<file path="config.mk">
export PLATFORM = sky130hd
export DESIGN_NAME = front_panel_mode_controller
export DESIGN_NICKNAME = d
export VERILOG_FILES = /design/src/front_panel_mode_controller.v
export VERILOG_INCLUDE_DIRS = /design/src
export SDC_FILE = /design/constraint.sdc
export NUM_CORES = 2
export LEC_CHECK = 0
export BUFFER_PORTS_ARGS = -buffer_cell sky130_fd_sc_hd__buf_2
export CORE_ASPECT_RATIO = 1.1
export CORE_MARGIN = 2
export CORE_UTILIZATION = 38
export CTS_CLUSTER_SIZE = 28
export DETAILED_ROUTE_END_ITERATION = 16
export GPL_TIMING_DRIVEN = 0
export SYNTH_ARGS = -nofsm -noshare
export SYNTH_HDL_FRONTEND = slang
export SYNTH_SLANG_ARGS = --single-unit
</file>
<file path="constraint.sdc">
create_clock -name clk_i -period 15.8 [get_ports clk_i]
set_input_delay 2.37 -clock clk_i [delete_from_list [all_inputs] [get_ports clk_i]]
set_output_delay 2.37 -clock clk_i [all_outputs]
set_load 0.01 [all_outputs]
</file>
<file path="src/front_panel_defs.vh">
// constants for the front panel mode controller
`ifndef FRONT_PANEL_DEFS_VH
`define FRONT_PANEL_DEFS_VH
`define CLK_KHZ 10000
`define SHOW_TIME_MS 3000
`define LAMP_TIME_MS 1000
`define FLASH_TIME_MS 1000
`define CFG_TIME_MS 3000
`define TIMEOUT_TIME_MS 10000
`define DEBOUNCE_TIME_MS 10
`define BLINK_TIME_MS 250
`define SHOW_CYCLES (`SHOW_TIME_MS * `CLK_KHZ)
`define LAMP_CYCLES (`LAMP_TIME_MS * `CLK_KHZ)
`define FLASH_CYCLES (`FLASH_TIME_MS * `CLK_KHZ)
`define CFG_CYCLES (`CFG_TIME_MS * `CLK_KHZ)
`define TIMEOUT_CYCLES (`TIMEOUT_TIME_MS * `CLK_KHZ)
`define DEBOUNCE_CYCLES (`DEBOUNCE_TIME_MS * `CLK_KHZ)
`define BLINK_CYCLES (`BLINK_TIME_MS * `CLK_KHZ)
`define NUM_PARAM 29
`define IDX_LAST 5'h1c
`define IDX_SP1 5'h00
`define IDX_SP2 5'h01
`define IDX_TOL 5'h02
`define IDX_ALM 5'h03
`define IDX_AUXIN 5'h07
`define IDX_AUXOUT 5'h08
`define IDX_LIM2 5'h10
`define IDX_LIM3 5'h11
`define CFG_RST 16'h0000
`define DEFAULT_VAL 16'h0000
`define START_VAL 16'h0000
`define SIGN_DIGIT 4'ha
`define DASH_DIGIT 4'hb
`define SENSOR_OFF 16'ha999
`define AUXIN_DUAL 16'h0002
`define TEMP_NEG_MAX 16'h02ee
`define TEMP_POS_MAX 16'h06d6
`define DISABLE_MAG 16'h03e7
`define CONFIG_LOAD_ERROR_CODE 16'he100
`define LAMP_PATTERN 16'h8888
`define SRC_S1 3'h0
`define SRC_SETP 3'h1
`define SRC_S2 3'h2
`define SRC_S3 3'h3
`define SRC_MENU 3'h4
`define SRC_PARAM 3'h5
`define SRC_ERR 3'h6
`define SRC_LAMP 3'h7
`define BTN_MODE 0
`define BTN_INC 1
`define BTN_DIG 2
`define BTN_ENTER 3
`endif

</file>
<file path="src/front_panel_mode_controller.v">
// front panel operating modes, menu editing and configuration store
`timescale 1ns/1ns
`include "front_panel_defs.vh"
`default_nettype none
module front_panel_mode_controller #(
   parameter integer SHOW_CYC = `SHOW_CYCLES,
   parameter integer LAMP_CYC = `LAMP_CYCLES,
   parameter integer FLASH_CYC = `FLASH_CYCLES,
   parameter integer CFG_CYC = `CFG_CYCLES,
   parameter integer TIMEOUT_CYC = `TIMEOUT_CYCLES,
   parameter integer DEB_CYC = `DEBOUNCE_CYCLES,
   parameter integer BLINK_CYC = `BLINK_CYCLES
) (
   input wire clk_i,
   input wire reset_n_i,
   input wire btn_mode_i,
   input wire btn_inc_i,
   input wire btn_dig_i,
   input wire btn_enter_i,
   input wire aux_in_i,
   input wire [15:0] sens1_temp_i,
   input wire error_i,
   input wire dead_zone_i,
   input wire nv_rd_ack_i,
   input wire nv_rd_err_i,
   input wire [15:0] nv_rd_data_i,
   output reg nv_rd_o,
   output reg nv_wr_o,
   output reg [4:0] nv_addr_o,
   output reg [15:0] nv_wr_data_o,
   output reg [2:0] disp_src_o,
   output reg [15:0] disp_bcd_o,
   output reg [3:0] disp_digit_on_o,
   output reg disp_dp_on_o,
   output reg heat_led_o,
   output reg cool_led_o,
   output reg mode_led_o,
   output reg cfg_mode_o,
   output reg out_enable_o,
   output reg [15:0] power_o
);
   localparam [2:0] ST_INIT = 3'h0;
   localparam [2:0] ST_ERR = 3'h1;
   localparam [2:0] ST_NORM = 3'h2;
   localparam [2:0] ST_CSEL = 3'h3;
   localparam [2:0] ST_CEDIT = 3'h4;
   localparam [2:0] ST_CCONF = 3'h5;

   function [15:0] bcd2bin;
      input [15:0] b;
      reg [15:0] m;
      begin
         m = {12'h000, b[11:8]} * 16'h0064 + {12'h000, b[7:4]} * 16'h000a + {12'h000, b[3:0]};
         if (b[15:12] == `SIGN_DIGIT) begin
            bcd2bin = 16'h0000 - m;
         end else begin
            bcd2bin = m + {12'h000, b[15:12]} * 16'h03e8;
         end
      end
   endfunction

   function is_temp;
      input [4:0] i;
      begin
         is_temp = (i == 5'h00) || (i == 5'h01) || (i == 5'h10) || (i == 5'h11) ||
            (i == 5'h14) || (i == 5'h15) || (i == 5'h1a) || (i == 5'h1b);
      end
   endfunction

   function in_range;
      input [4:0] i;
      input [15:0] b;
      reg neg;
      reg [15:0] mag;
      reg [15:0] mx;
      begin
         neg = (b[15:12] == `SIGN_DIGIT);
         mag = bcd2bin({4'h0, b[11:0]}) + (neg ? 16'h0000 : {12'h000, b[15:12]} * 16'h03e8);
         case (i)
            5'h04: mx = 16'h0032;
            5'h05, 5'h07: mx = 16'h0002;
            5'h06, 5'h08: mx = 16'h0001;
            5'h09, 5'h0a, 5'h0b: mx = 16'h003f;
            5'h0c: mx = 16'h03e7;
            5'h0d: mx = 16'h007f;
            5'h17: mx = 16'h0078;
            5'h18: mx = 16'h013b;
            5'h19: mx = 16'h0140;
            default: mx = 16'h0063;
         endcase
         if ((b[11:8] > 4'h9) || (b[7:4] > 4'h9) || (b[3:0] > 4'h9) || ((b[15:12] > 4'h9) && !neg)) begin
            in_range = 1'b0;
         end else if (is_temp(i)) begin
            in_range = neg ? ((mag <= `TEMP_NEG_MAX) || ((mag == `DISABLE_MAG) && (i == `IDX_LIM2 ||
               i == `IDX_LIM3 || i == 5'h1a || i == 5'h1b))) : (mag <= `TEMP_POS_MAX);
         end else if (neg) begin
            in_range = ((i == 5'h0e) || (i == 5'h12) || (i == 5'h13)) && (mag <= mx);
         end else begin
            in_range = (mag <= mx);
         end
      end
   endfunction

   // button conditioning
   wire [3:0] btn_raw;
   wire [3:0] press;
   wire [3:0] fall;
   wire [3:0] lvl;
   assign btn_raw = {btn_enter_i, btn_dig_i, btn_inc_i, btn_mode_i};
   genvar g;
   generate
      for (g = 0; g < 4; g = g + 1) begin : g_btn
         reg s1_q, s2_q, stab_q, stab_d_q;
         reg [31:0] cnt_q;
         always @(posedge clk_i or negedge reset_n_i) begin
            if (!reset_n_i) begin
               s1_q <= 1'b0;
               s2_q <= 1'b0;
               stab_q <= 1'b0;
               stab_d_q <= 1'b0;
               cnt_q <= 32'h0;
            end else begin
               s1_q <= btn_raw[g];
               s2_q <= s1_q;
               stab_d_q <= stab_q;
               if (s2_q != stab_q) begin
                  if (cnt_q == DEB_CYC - 1) begin
                     stab_q <= s2_q;
                     cnt_q <= 32'h0;
                  end else begin
                     cnt_q <= cnt_q + 32'h1;
                  end
               end else begin
                  cnt_q <= 32'h0;
               end
            end
         end
         assign press[g] = stab_q & ~stab_d_q;
         assign fall[g] = ~stab_q & stab_d_q;
         assign lvl[g] = stab_q;
      end
   endgenerate

   reg aux1_q, aux2_q;
   reg [2:0] st_q;
   reg [4:0] idx_q;
   reg [15:0] edit_q;
   reg [1:0] pos_q;
   reg [31:0] tmo_q, hold_q, show_q, lamp_q, blink_cnt_q;
   reg blink_q, lamp_done_q, ld_done_q, ld_err_q, act_upd_q;
   reg [2:0] show_src_q;

   // configuration store and active copy
   wire [16*`NUM_PARAM-1:0] cfg_flat;
   wire [16*`NUM_PARAM-1:0] act_flat;
   wire commit_we = (st_q == ST_CCONF) && fall[`BTN_ENTER];
   wire st_we = commit_we || ((st_q == ST_INIT) && nv_rd_o && nv_rd_ack_i && !nv_rd_err_i);
   wire [4:0] st_addr = commit_we ? idx_q : nv_addr_o;
   wire [15:0] st_data = commit_we ? edit_q : nv_rd_data_i;
   generate
      for (g = 0; g < `NUM_PARAM; g = g + 1) begin : g_store
         localparam [4:0] ADDR = g;
         reg [15:0] cfg_q, act_q;
         always @(posedge clk_i or negedge reset_n_i) begin
            if (!reset_n_i) begin
               cfg_q <= `CFG_RST;
               act_q <= `CFG_RST;
            end else begin
               if (st_we && (st_addr == ADDR)) begin
                  cfg_q <= st_data;
               end
               if (act_upd_q) begin
                  act_q <= cfg_q;
               end
            end
         end
         assign cfg_flat[g*16 +: 16] = cfg_q;
         assign act_flat[g*16 +: 16] = act_q;
      end
   endgenerate

   wire [15:0] cfg_sel = cfg_flat[idx_q*16 +: 16];
   wire sens2_en = act_flat[`IDX_LIM2*16 +: 16] != `SENSOR_OFF;
   wire sens3_en = act_flat[`IDX_LIM3*16 +: 16] != `SENSOR_OFF;
   wire dual = act_flat[`IDX_AUXIN*16 +: 16] == `AUXIN_DUAL;
   wire [15:0] set_bcd = (dual && aux2_q) ? act_flat[`IDX_SP2*16 +: 16] : act_flat[`IDX_SP1*16 +: 16];
   wire [15:0] set_bin = bcd2bin(set_bcd);
   wire [15:0] tol_bin = bcd2bin(act_flat[`IDX_TOL*16 +: 16]);
   wire [15:0] alm_bin = bcd2bin(act_flat[`IDX_ALM*16 +: 16]);
   wire [15:0] diff = sens1_temp_i - set_bin;
   wire [15:0] adiff = diff[15] ? (16'h0000 - diff) : diff;
   wire [3:0] cur_digit = edit_q[pos_q*4 +: 4];
   wire top_sign = (pos_q == 2'h3) && is_temp(idx_q);
   wire [3:0] nxt_digit = top_sign ? ((cur_digit == 4'h0) ? 4'h1 : ((cur_digit == 4'h1) ? `SIGN_DIGIT : 4'h0)) :
      ((cur_digit >= 4'h9) ? 4'h0 : cur_digit + 4'h1);
   wire [3:0] idx_tens = (idx_q >= 5'h14) ? 4'h2 : ((idx_q >= 5'h0a) ? 4'h1 : 4'h0);
   wire [4:0] idx_ones = idx_q - {1'b0, idx_tens} * 5'h0a;
   wire [7:0] idx_disp = (idx_q == `IDX_AUXOUT) ? 8'h80 : {idx_tens, idx_ones[3:0]};

   always @(posedge clk_i or negedge reset_n_i) begin
      if (!reset_n_i) begin
         aux1_q <= 1'b0;
         aux2_q <= 1'b0;
         blink_cnt_q <= 32'h0;
         blink_q <= 1'b0;
      end else begin
         aux1_q <= aux_in_i;
         aux2_q <= aux1_q;
         if (blink_cnt_q == BLINK_CYC - 1) begin
            blink_cnt_q <= 32'h0;
            blink_q <= ~blink_q;
         end else begin
            blink_cnt_q <= blink_cnt_q + 32'h1;
         end
      end
   end

   // mode state machine
   always @(posedge clk_i or negedge reset_n_i) begin
      if (!reset_n_i) begin
         st_q <= ST_INIT;
         idx_q <= 5'h00;
         edit_q <= `START_VAL;
         pos_q <= 2'h0;
         tmo_q <= 32'h0;
         hold_q <= 32'h0;
         show_q <= 32'h0;
         lamp_q <= 32'h0;
         lamp_done_q <= 1'b0;
         ld_done_q <= 1'b0;
         ld_err_q <= 1'b0;
         act_upd_q <= 1'b0;
         show_src_q <= `SRC_S1;
         nv_rd_o <= 1'b1;
         nv_wr_o <= 1'b0;
         nv_addr_o <= 5'h00;
         nv_wr_data_o <= 16'h0000;
      end else begin
         nv_wr_o <= 1'b0;
         act_upd_q <= 1'b0;
         if ((st_q == ST_CSEL) || (st_q == ST_CEDIT) || (st_q == ST_CCONF)) begin
            if ((press != 4'h0) || lvl[`BTN_ENTER]) begin
               tmo_q <= 32'h0;
            end else begin
               tmo_q <= tmo_q + 32'h1;
            end
         end
         case (st_q)
            ST_INIT: begin
               if (lamp_q == LAMP_CYC - 1) begin
                  lamp_done_q <= 1'b1;
               end else begin
                  lamp_q <= lamp_q + 32'h1;
               end
               if (nv_rd_o && nv_rd_err_i) begin
                  nv_rd_o <= 1'b0;
                  ld_err_q <= 1'b1;
               end else if (nv_rd_o && nv_rd_ack_i) begin
                  if (nv_addr_o == `IDX_LAST) begin
                     nv_rd_o <= 1'b0;
                     ld_done_q <= 1'b1;
                  end else begin
                     nv_addr_o <= nv_addr_o + 5'h01;
                  end
               end
               if (lamp_done_q && ld_err_q) begin
                  st_q <= ST_ERR;
               end else if (lamp_done_q && ld_done_q) begin
                  st_q <= ST_NORM;
                  act_upd_q <= 1'b1;
               end
            end
            ST_ERR: begin
               st_q <= ST_ERR;
            end
            ST_NORM: begin
               if (lvl[`BTN_MODE]) begin
                  if (hold_q == CFG_CYC - 1) begin
                     st_q <= ST_CSEL;
                     idx_q <= 5'h00;
                     tmo_q <= 32'h0;
                  end else begin
                     hold_q <= hold_q + 32'h1;
                  end
               end else begin
                  hold_q <= 32'h0;
               end
               if (fall[`BTN_MODE] && (hold_q >= FLASH_CYC)) begin
                  show_src_q <= `SRC_SETP;
                  show_q <= 32'h0;
               end else if (press[`BTN_INC] && sens2_en) begin
                  show_src_q <= `SRC_S2;
                  show_q <= 32'h0;
               end else if (press[`BTN_DIG] && sens3_en) begin
                  show_src_q <= `SRC_S3;
                  show_q <= 32'h0;
               end else if (show_src_q != `SRC_S1) begin
                  if (show_q == SHOW_CYC - 1) begin
                     show_src_q <= `SRC_S1;
                  end else begin
                     show_q <= show_q + 32'h1;
                  end
               end
            end
            ST_CSEL: begin
               if (press[`BTN_MODE] || (tmo_q == TIMEOUT_CYC - 1)) begin
                  st_q <= ST_NORM;
                  act_upd_q <= 1'b1;
                  hold_q <= 32'h0;
                  show_src_q <= `SRC_S1;
               end else if (press[`BTN_ENTER]) begin
                  st_q <= ST_CEDIT;
                  edit_q <= in_range(idx_q, cfg_sel) ? cfg_sel : `DEFAULT_VAL;
                  pos_q <= 2'h0;
               end else if (press[`BTN_INC]) begin
                  idx_q <= (idx_q == `IDX_LAST) ? 5'h00 : idx_q + 5'h01;
               end else if (press[`BTN_DIG]) begin
                  idx_q <= (idx_q == 5'h00) ? `IDX_LAST : idx_q - 5'h01;
               end
            end
            ST_CEDIT: begin
               if (press[`BTN_MODE] || (tmo_q == TIMEOUT_CYC - 1)) begin
                  st_q <= ST_NORM;
                  act_upd_q <= 1'b1;
                  hold_q <= 32'h0;
                  show_src_q <= `SRC_S1;
               end else if (press[`BTN_ENTER]) begin
                  if (in_range(idx_q, edit_q)) begin
                     st_q <= ST_CCONF;
                  end else begin
                     edit_q <= `START_VAL;
                  end
               end else if (press[`BTN_INC]) begin
                  edit_q[pos_q*4 +: 4] <= nxt_digit;
               end else if (press[`BTN_DIG]) begin
                  pos_q <= pos_q + 2'h1;
               end
            end
            ST_CCONF: begin
               if (press[`BTN_MODE] || (tmo_q == TIMEOUT_CYC - 1)) begin
                  st_q <= ST_NORM;
                  act_upd_q <= 1'b1;
                  hold_q <= 32'h0;
                  show_src_q <= `SRC_S1;
               end else if (fall[`BTN_ENTER]) begin
                  nv_wr_o <= 1'b1;
                  nv_addr_o <= idx_q;
                  nv_wr_data_o <= edit_q;
                  st_q <= ST_CSEL;
               end
            end
            default: begin
               st_q <= ST_INIT;
            end
         endcase
      end
   end

   // registered display, led and power outputs
   reg [2:0] src_d;
   reg [15:0] bcd_d;
   reg [3:0] blink_d;
   always @* begin
      src_d = `SRC_S1;
      bcd_d = 16'h0000;
      blink_d = 4'h0;
      case (st_q)
         ST_INIT: begin
            src_d = `SRC_LAMP;
            bcd_d = `LAMP_PATTERN;
         end
         ST_ERR: begin
            src_d = `SRC_ERR;
            bcd_d = `CONFIG_LOAD_ERROR_CODE;
         end
         ST_NORM: begin
            src_d = show_src_q;
            bcd_d = set_bcd;
         end
         ST_CSEL: begin
            src_d = `SRC_MENU;
            bcd_d = {`DASH_DIGIT, `DASH_DIGIT, idx_disp};
            blink_d = 4'h8;
         end
         ST_CEDIT: begin
            src_d = `SRC_PARAM;
            bcd_d = edit_q;
            blink_d = 4'h1 << pos_q;
         end
         ST_CCONF: begin
            src_d = `SRC_PARAM;
            bcd_d = edit_q;
            blink_d = 4'hf;
         end
         default: begin
            src_d = `SRC_S1;
         end
      endcase
   end

   wire run = (st_q == ST_NORM) && !error_i;
   wire ind = (st_q != ST_INIT) && (st_q != ST_ERR);
   wire led_on = dead_zone_i ? 1'b1 : ((adiff > alm_bin) ? blink_q : (adiff > tol_bin));
   always @(posedge clk_i or negedge reset_n_i) begin
      if (!reset_n_i) begin
         disp_src_o <= `SRC_LAMP;
         disp_bcd_o <= `LAMP_PATTERN;
         disp_digit_on_o <= 4'hf;
         disp_dp_on_o <= 1'b1;
         heat_led_o <= 1'b0;
         cool_led_o <= 1'b0;
         mode_led_o <= 1'b0;
         cfg_mode_o <= 1'b0;
         out_enable_o <= 1'b0;
         power_o <= 16'h0000;
      end else begin
         disp_src_o <= src_d;
         disp_bcd_o <= bcd_d;
         disp_digit_on_o <= ~(blink_d & {4{blink_q}});
         disp_dp_on_o <= (st_q == ST_INIT);
         heat_led_o <= ind && led_on && (dead_zone_i || diff[15]);
         cool_led_o <= ind && led_on && (dead_zone_i || !diff[15]);
         mode_led_o <= ((st_q == ST_NORM) && (hold_q >= FLASH_CYC)) ? blink_q : (st_q == ST_CSEL ||
            st_q == ST_CEDIT || st_q == ST_CCONF);
         cfg_mode_o <= (st_q == ST_CSEL) || (st_q == ST_CEDIT) || (st_q == ST_CCONF);
         out_enable_o <= run;
         power_o <= run ? (set_bin - sens1_temp_i) : 16'h0000;
      end
   end
endmodule
`default_nettype wire

</file>
# Word level (Yosys, flattened, before mapping)
# Memories as Yosys holds them, arrays and structs flattened.
# Index checks and enable logic that the tools add are counted.
# totals
ff_bits	984
wordCells	536
mem_bits_ro	640
memories	2
# op_classes
shifts	5
n_lt_le_gt_ge	20
muxes	132
add_sub_neg	37
eq_ne	99
multipliers	16
n_reduce_logical	120
bitwise_logic	18
# mem_list
name	depth	width	rd	rd_ports_with_merged_regs	wr	line_no	text
(name not given)	32	10	1	0	0	front_panel_mode_controller.v:79	case (i)
(name not given)	32	10	1	0	0	front_panel_mode_controller.v:79	
# op_table
op	n
32-bit 2-to-1 mux	22
464-bit by 10-bit variable part select with 16-bit output	1
16-bit 2-to-1 mux	26
32-bit by 1-bit adder with 32-bit output (second input constant)	9
32-bit by 17-bit == test with 1-bit output (second input constant)	4
5-bit == test (second input constant)	23
16-bit case mux with 5 select lines	1
5-bit 2-to-1 mux	14
12-bit by 4-bit adder with 13-bit output	5
32-bit by 25-bit == test with 1-bit output (second input constant)	2
32-bit case mux with 2 select lines	1
11-bit by 8-bit adder with 12-bit output	5
4-bit by 7-bit multiplier with 11-bit output (second input constant)	5
1-bit logical AND	54
3-bit 2-to-1 mux	17
5-bit by 4-bit == test with 1-bit output (second input constant)	10
13-bit by 14-bit adder with 15-bit output	3
4-bit by 5-bit multiplier with 9-bit output (second input constant)	5
1-bit by 13-bit subtractor with 14-bit output (first input constant)	3
4-bit by 3-bit multiplier with 7-bit output (second input constant)	5
4-bit negator with 34-bit output	1
4-bit by 34-bit variable shift with 16-bit output (first input constant)	1
4-bit by 34-bit variable part select with 16-bit output	1
16-bit by 14-bit adder with 16-bit output	2
other kinds (75)	227

# Logic depth before layout (Yosys ltp)
# depth
ltp_word	21
mapped_depth	45
depth_no_buf	43

# Least setup slack after synthesis
# OpenSTA, ideal clock, no wires.
# synth_path
path_type	register -> register
from	reg g_store[7].act_q[0]
to	reg cool_led_o
setup_ns	0.127
n_path_buf	3
slack_ns	6.687
arrival_ns	8.986
stages_incl_launch_ff	43
required_time_ns	15.673
path_cell_list	dfrtp_1 -> or4b_1 -> or2_1 -> or2_1 -> clkbuf_1 -> mux2i_1 -> inv_1 -> ha_1 -> ha_1 -> ha_1 -> ha_1 -> ha_1 -> o21ai_0 -> o21ai_0 -> nand3b_1 -> a21oi_1 -> xnor2_1 -> inv_1 -> (+7 left out) -> clkbuf_1 -> nand3_1 -> o221ai_1 -> a21oi_1 -> xnor3_1 -> buf_2 -> nor2_1 -> a21oi_1 -> ha_1 -> nor2b_1 -> o21a_1 -> o21ai_0 -> nand2b_1 -> a2111oi_0 -> o311ai_0 -> o31ai_1 -> mux2_2 -> a211oi_1
# synth_between
elab_chain_cells	16
word_cells_on_any_way	23
# synth_rtl
item	line_no	text
from (decl)	front_panel_mode_controller.v:163	reg [15:0] cfg_q, act_q;
from (signal assigned)	front_panel_mode_controller.v:167	act_q <= `CFG_RST;
from (signal assigned)	front_panel_mode_controller.v:173	act_q <= cfg_q;
16-bit by 2-bit == test with 1-bit output (no source line) *	-	
1-bit logical AND *	front_panel_mode_controller.v:186	wire [15:0] set_bcd = (dual && aux2_q) ? act_flat[`IDX_SP2*16 +: 16] : act_flat[`IDX_SP1*16 +: 16];
16-bit 2-to-1 mux *	front_panel_mode_controller.v:186	
4-bit by 5-bit multiplier with 9-bit output / 4-bit by 3-bit multiplier with 7-bit output (equally long branches)	front_panel_mode_controller.v:53	m = {12'h000, b[11:8]} * 16'h0064 + {12'h000, b[7:4]} * 16'h000a + {12'h000, b[3:0]};
11-bit by 8-bit adder with 12-bit output	front_panel_mode_controller.v:53	
12-bit by 4-bit adder with 13-bit output	front_panel_mode_controller.v:53	
13-bit by 14-bit adder with 15-bit output / 1-bit by 13-bit subtractor with 14-bit output (equally long branches)	front_panel_mode_controller.v:57, front_panel_mode_controller.v:55	
16-bit 2-to-1 mux *	front_panel_mode_controller.v:54	if (b[15:12] == `SIGN_DIGIT) begin
16-bit subtractor *	front_panel_mode_controller.v:190	wire [15:0] diff = sens1_temp_i - set_bin;
1-bit by 16-bit subtractor with 16-bit output	front_panel_mode_controller.v:191	wire [15:0] adiff = diff[15] ? (16'h0000 - diff) : diff;
16-bit 2-to-1 mux	front_panel_mode_controller.v:191	
16-bit > comparator	front_panel_mode_controller.v:403	wire led_on = dead_zone_i ? 1'b1 : ((adiff > alm_bin) ? blink_q : (adiff > tol_bin));
1-bit 2-to-1 mux (2 in a row)	front_panel_mode_controller.v:403	
1-bit logical AND	front_panel_mode_controller.v:422	cool_led_o <= ind && led_on && (dead_zone_i || !diff[15]);
1-bit logical AND *	front_panel_mode_controller.v:422	
to (signal assigned)	front_panel_mode_controller.v:422	
to (decl)	front_panel_mode_controller.v:36	output reg cool_led_o,
# Every way passes the cells marked *; elsewhere a longest branch is shown, timed or not.
# A chain may end at the register's enable or synchronous reset.

# Worst setup path in the final report
# layout_path
from	reg idx_q[1]
to	reg edit_q[13]
# layout_between
elab_chain_cells	21
word_cells_on_any_way	90
# layout_rtl
item	line_no	text
from (decl)	front_panel_mode_controller.v:146	reg [4:0] idx_q;
from (signal assigned)	front_panel_mode_controller.v:316	idx_q <= (idx_q == `IDX_LAST) ? 5'h00 : idx_q + 5'h01;
from (signal assigned)	front_panel_mode_controller.v:318	idx_q <= (idx_q == 5'h00) ? `IDX_LAST : idx_q - 5'h01;
branches (longest 21 deep; another with 16-bit by 14-bit adder with 16-bit output)	-	
to (signal assigned)	front_panel_mode_controller.v:313	edit_q <= in_range(idx_q, cfg_sel) ? cfg_sel : `DEFAULT_VAL;
to (signal assigned)	front_panel_mode_controller.v:331	edit_q <= `START_VAL;
to (signal, indexed assignment)	front_panel_mode_controller.v:334	edit_q[pos_q*4 +: 4] <= nxt_digit;
to (decl)	front_panel_mode_controller.v:147	reg [15:0] edit_q;
# Several ways; the timed one is not identified. The select of a mux whose other input is x is not followed.

==> summary.txt <==
Run status
  • Status: complete, but fails checks
  • Failing checks: capacitance limit, slew limit

Timing
  • Fin worst setup slack: ~3.8 ns
  • Tmin final: 12.04 ns
  • # setup viols final: 0
  • Max Clock Freq: 83.09 MHz
  • RSZ-0062 raised after global routing: no
  • Period utilization: ~76%
  • Relative slew slack: -0.6291%
  • Clock Skew: 0.04290 ns
  • Final hold vios: 0
  • Slew at the pin closest to its max-slew limit: 1.506 ns
  • Slew Viols, Final: 8

Floorplanning
  • Die H: 411.7 µm
  • Die area: roughly 150000 µm²
  • Initial Util: 38.26%
  • Die width: 374.6 µm
  • Num ports: between 100 and 150
  • Core area: 150100 µm²
  • Rows: roughly 150

Finish
  • # nets final: 6684
  • Share of cells above drive strength 1: 9.447%
  • Finished Core Util: 42.98%
  • P&R area growth vs syn: 12.35%

Logic synthesis
  • Syn nets: 6454
  • Post-Synth Adder-Cell Area: 10.57%
  • Post-Synth XOR/XNOR Area: 6.004%
  • Register area share after synthesis: 42.87%
  • Synthesized area per cell: 9.623 µm²
  • Synth warnings: 0
  • Synth top area cells: dfrtp_1 (42%), ha_1 (8.2%), nand2_1 (4.9%), mux4_2 (4.0%), o21ai_1 (3.6%)
  • Multiplexer share of the synthesized area: 7.750%
  • Compound-gate portion of the synthesized area: 12.99%
  • List of most frequent post-synthesis cells: dfrtp_1 (970), nand2_1 (743), nor2_1 (499), o21ai_1 (408), ha_1 (378)
  • Post-synth EDFFs: 0
  • Cell Area, Synth: 57410 µm²
  • Syn Inst Count: 5966
  • Cell with the most instances after synthesis: dfrtp_1
  • Ys async rst share: 100.0%
  • Commonest register cell after synthesis: dfrtp_1
  • Top cell type by total area after synthesis: dfrtp_1
  • Simple-gate share of the synthesized area: 15.80%
  • Yosys cell types: 94
  • Synth top area share: 42.28%
  • Main combinational cell family by area after synthesis: simple AND/OR/NAND/NOR gates
  • Register bit total from synthesis: 983

Power and ir drop
  • Worst VDD drop: ~0.091 mV
  • Power Dens Cells: about 84 nW/µm²
  • Pwr Total: 5.429 mW
  • Leakage: 29.86 nW

Clock network
  • # Post-CTS Setup Buffers: 0
  • Hold-fix buffers at CTS: 0
  • Clock Latency Late Sink: 0.75 ns
  • CTS root buf: clkbuf_16
  • CTS HTree Levels: 3
  • Cts bufs inserted: about 110
  • CTS tree: yes
  • Post-CTS sizing: 0
  • Clk buf depth: 3
  • Clock sinks: 983
  • Clock transition at path regs: 0.06 ns

Worst setup path
  • Crit end category: flip-flop
  • CP most frequent cell: ha_1
  • Crit Path Max Fanout: 10
  • Critical path's largest stage delay: 1.05 ns
  • Worst setup SP type: flip-flop
  • Delay-heaviest family, CP: buffers and inverters
  • Critical path data required time: about 16 ns
  • Setup CP Type: flip-flop to flip-flop
  • Worst path arrival time: 12.68 ns
  • CP max stage cell: clkbuf_1
  • CP bufs+invs: 11

Route
  • Drt wl/cell: approximately 21 µm
  • Via Count: 45.92k
  • Avg Vias per Cell: 5.564
  • WL final: 175.9 mm
  • Remaining antenna violation count after routing: 0
  • Pre-Repair DR Iteration Count: 7
  • DRC violations left: 0
  • Initial DRC count: 4199

GRT
  • Largest net degree at the start of global routing: 119
  • GRT Total Usage: 22.59%
  • Global-route wire length before repair: 269.5 mm
  • Vias in the first global route: between 40k and 50k
  • Initial antenna violation count: 4
  • Grt ovf: 0

Job
  • Max-cap violations: 1

Min path
  • Worst hold path type: flip-flop to flip-flop

Placed design
  • GP Congestion: 0.9914
  • Port buffer count: 110
  • Pre-CTS WS: 4.098 ns
  • Hpwl dp: 130.1 mm
## final cells by class
cell class	count	area, µm²
repair buffers	120	820.8
diodes	3	7.507
clock inverters	46	655.6
flip-flops and latches	983	24610
multi-input cells	4390	30510
plain buffers	289	1157
inverters	304	1141
well taps	1963	2456
clock buffers	156	3144
fillers	14570	85570
## worst register-to-register path, delay by kind of cell, from the launching register on
family	cells	cell delay [ns]
compound gates	9	2.58
xor+xnor	2	0.49
fa+ha+maj	7	2.10
buf+inv	11	4.74
flops	1	0.56
mux	3	0.89
simple gates	4	0.61
## metal layers
metal | global-route usage [%] | vias up | routed length, µm | part of all wire (%)
li1 | - | 21250 | - | -
met1 | 29.87 | 22730 | 74690 | 42
met2 | 35.89 | 1567 | 79750 | 45
met3 | 4.500 | 381 | 12820 | 7.3
met4 | 9.935 | 4 | 8511 | 4.8
met5 | 0.6186 | - | 174 | 0.099
## power breakdown
group,internal (mW),switching (mW)
Combinational,0.0555,0.150
Clock,1.60,1.10
Sequential,2.52,0.00302
## flip-flops by register name, indices dropped and copies added, names as in the netlist, 5 cells and up
register and cells:
edit_q 16, idx_q 5, lamp_q 32, nv_wr_data_o 16, disp_bcd_o 16, hold_q 32
nv_addr_o 5, g_store.cfg_q 464, tmo_q 32, blink_cnt_q 32, show_q 32, g_btn.cnt_q 128
g_store.act_q 112, power_o 16
## cells by family (layout without fill, tap and decap cells)
logic type	Yosys count	in the layout
buffers and inverters	593	915
XOR/XNOR	392	392
adder cells (fa/ha/maj)	445	445
AO/OA/AOI/OAI	1288	1288
flip-flops	983	983
AND/OR/NAND/NOR	1961	1961
multiplexers	304	304
other	0	3
## final timing paths
check                      slack, ns     startpoint  cells after the start                 end
setup / recovery                3.76       idx_q[1]                     36          edit_q[13]
hold / removal                  0.35  g_btn[0].s1_q                      0       g_btn[0].s2_q
setup reg to reg                3.76       idx_q[1]                     36          edit_q[13]
hold reg to reg                 0.35  g_btn[0].s1_q                      0       g_btn[0].s2_q
max in group asynchronous      11.92      reset_n_i                      5  g_btn[3].cnt_q[20]
min in group asynchronous       1.57      reset_n_i                      1  g_btn[2].cnt_q[17]
## per-stage QoR
| stage | hold WS, ns | cells | TNS [ns] | instance area, µm² |
|---|---|---|---|---|
| 2_1_floorplan | 0.3312 | 5966 | 0 | 57410 |
| 3_3_place_gp | 0.3361 | 8039 | -8869.89 | 60420 |
| 3_5_place_dp | 0.3347 | 8048 | 0 | 60680 |
| 4_1_cts | 0.3487 | 8250 | 0 | 64480 |
| 5_1_grt | 0.3523 | 8252 | 0 | 64500 |
| 6_report | 0.3474 | 8254 | 0 | 64500 |
## cells in the final DEF (no fill, tap or decap), types with 50 or more instances in the layout
master / count
dfrtp_1: 970
nand2_1: 743
nor2_1: 499
o21ai_1: 408
ha_1: 378
inv_1: 297
a21oi_1: 282
clkbuf_1: 247
o21ai_0: 232
xor2_1: 200
xnor2_1: 191
nand3_1: 162
buf_2: 134
mux2_2: 113
clkbuf_16: 109
mux4_2: 101
nor3_1: 92
mux2i_1: 89
fa_1: 67
and3_1: 66
nand4_1: 58
or3_1: 56
nor2b_1: 52
a21o_1: 50
(Power assumes the default switching activity.)
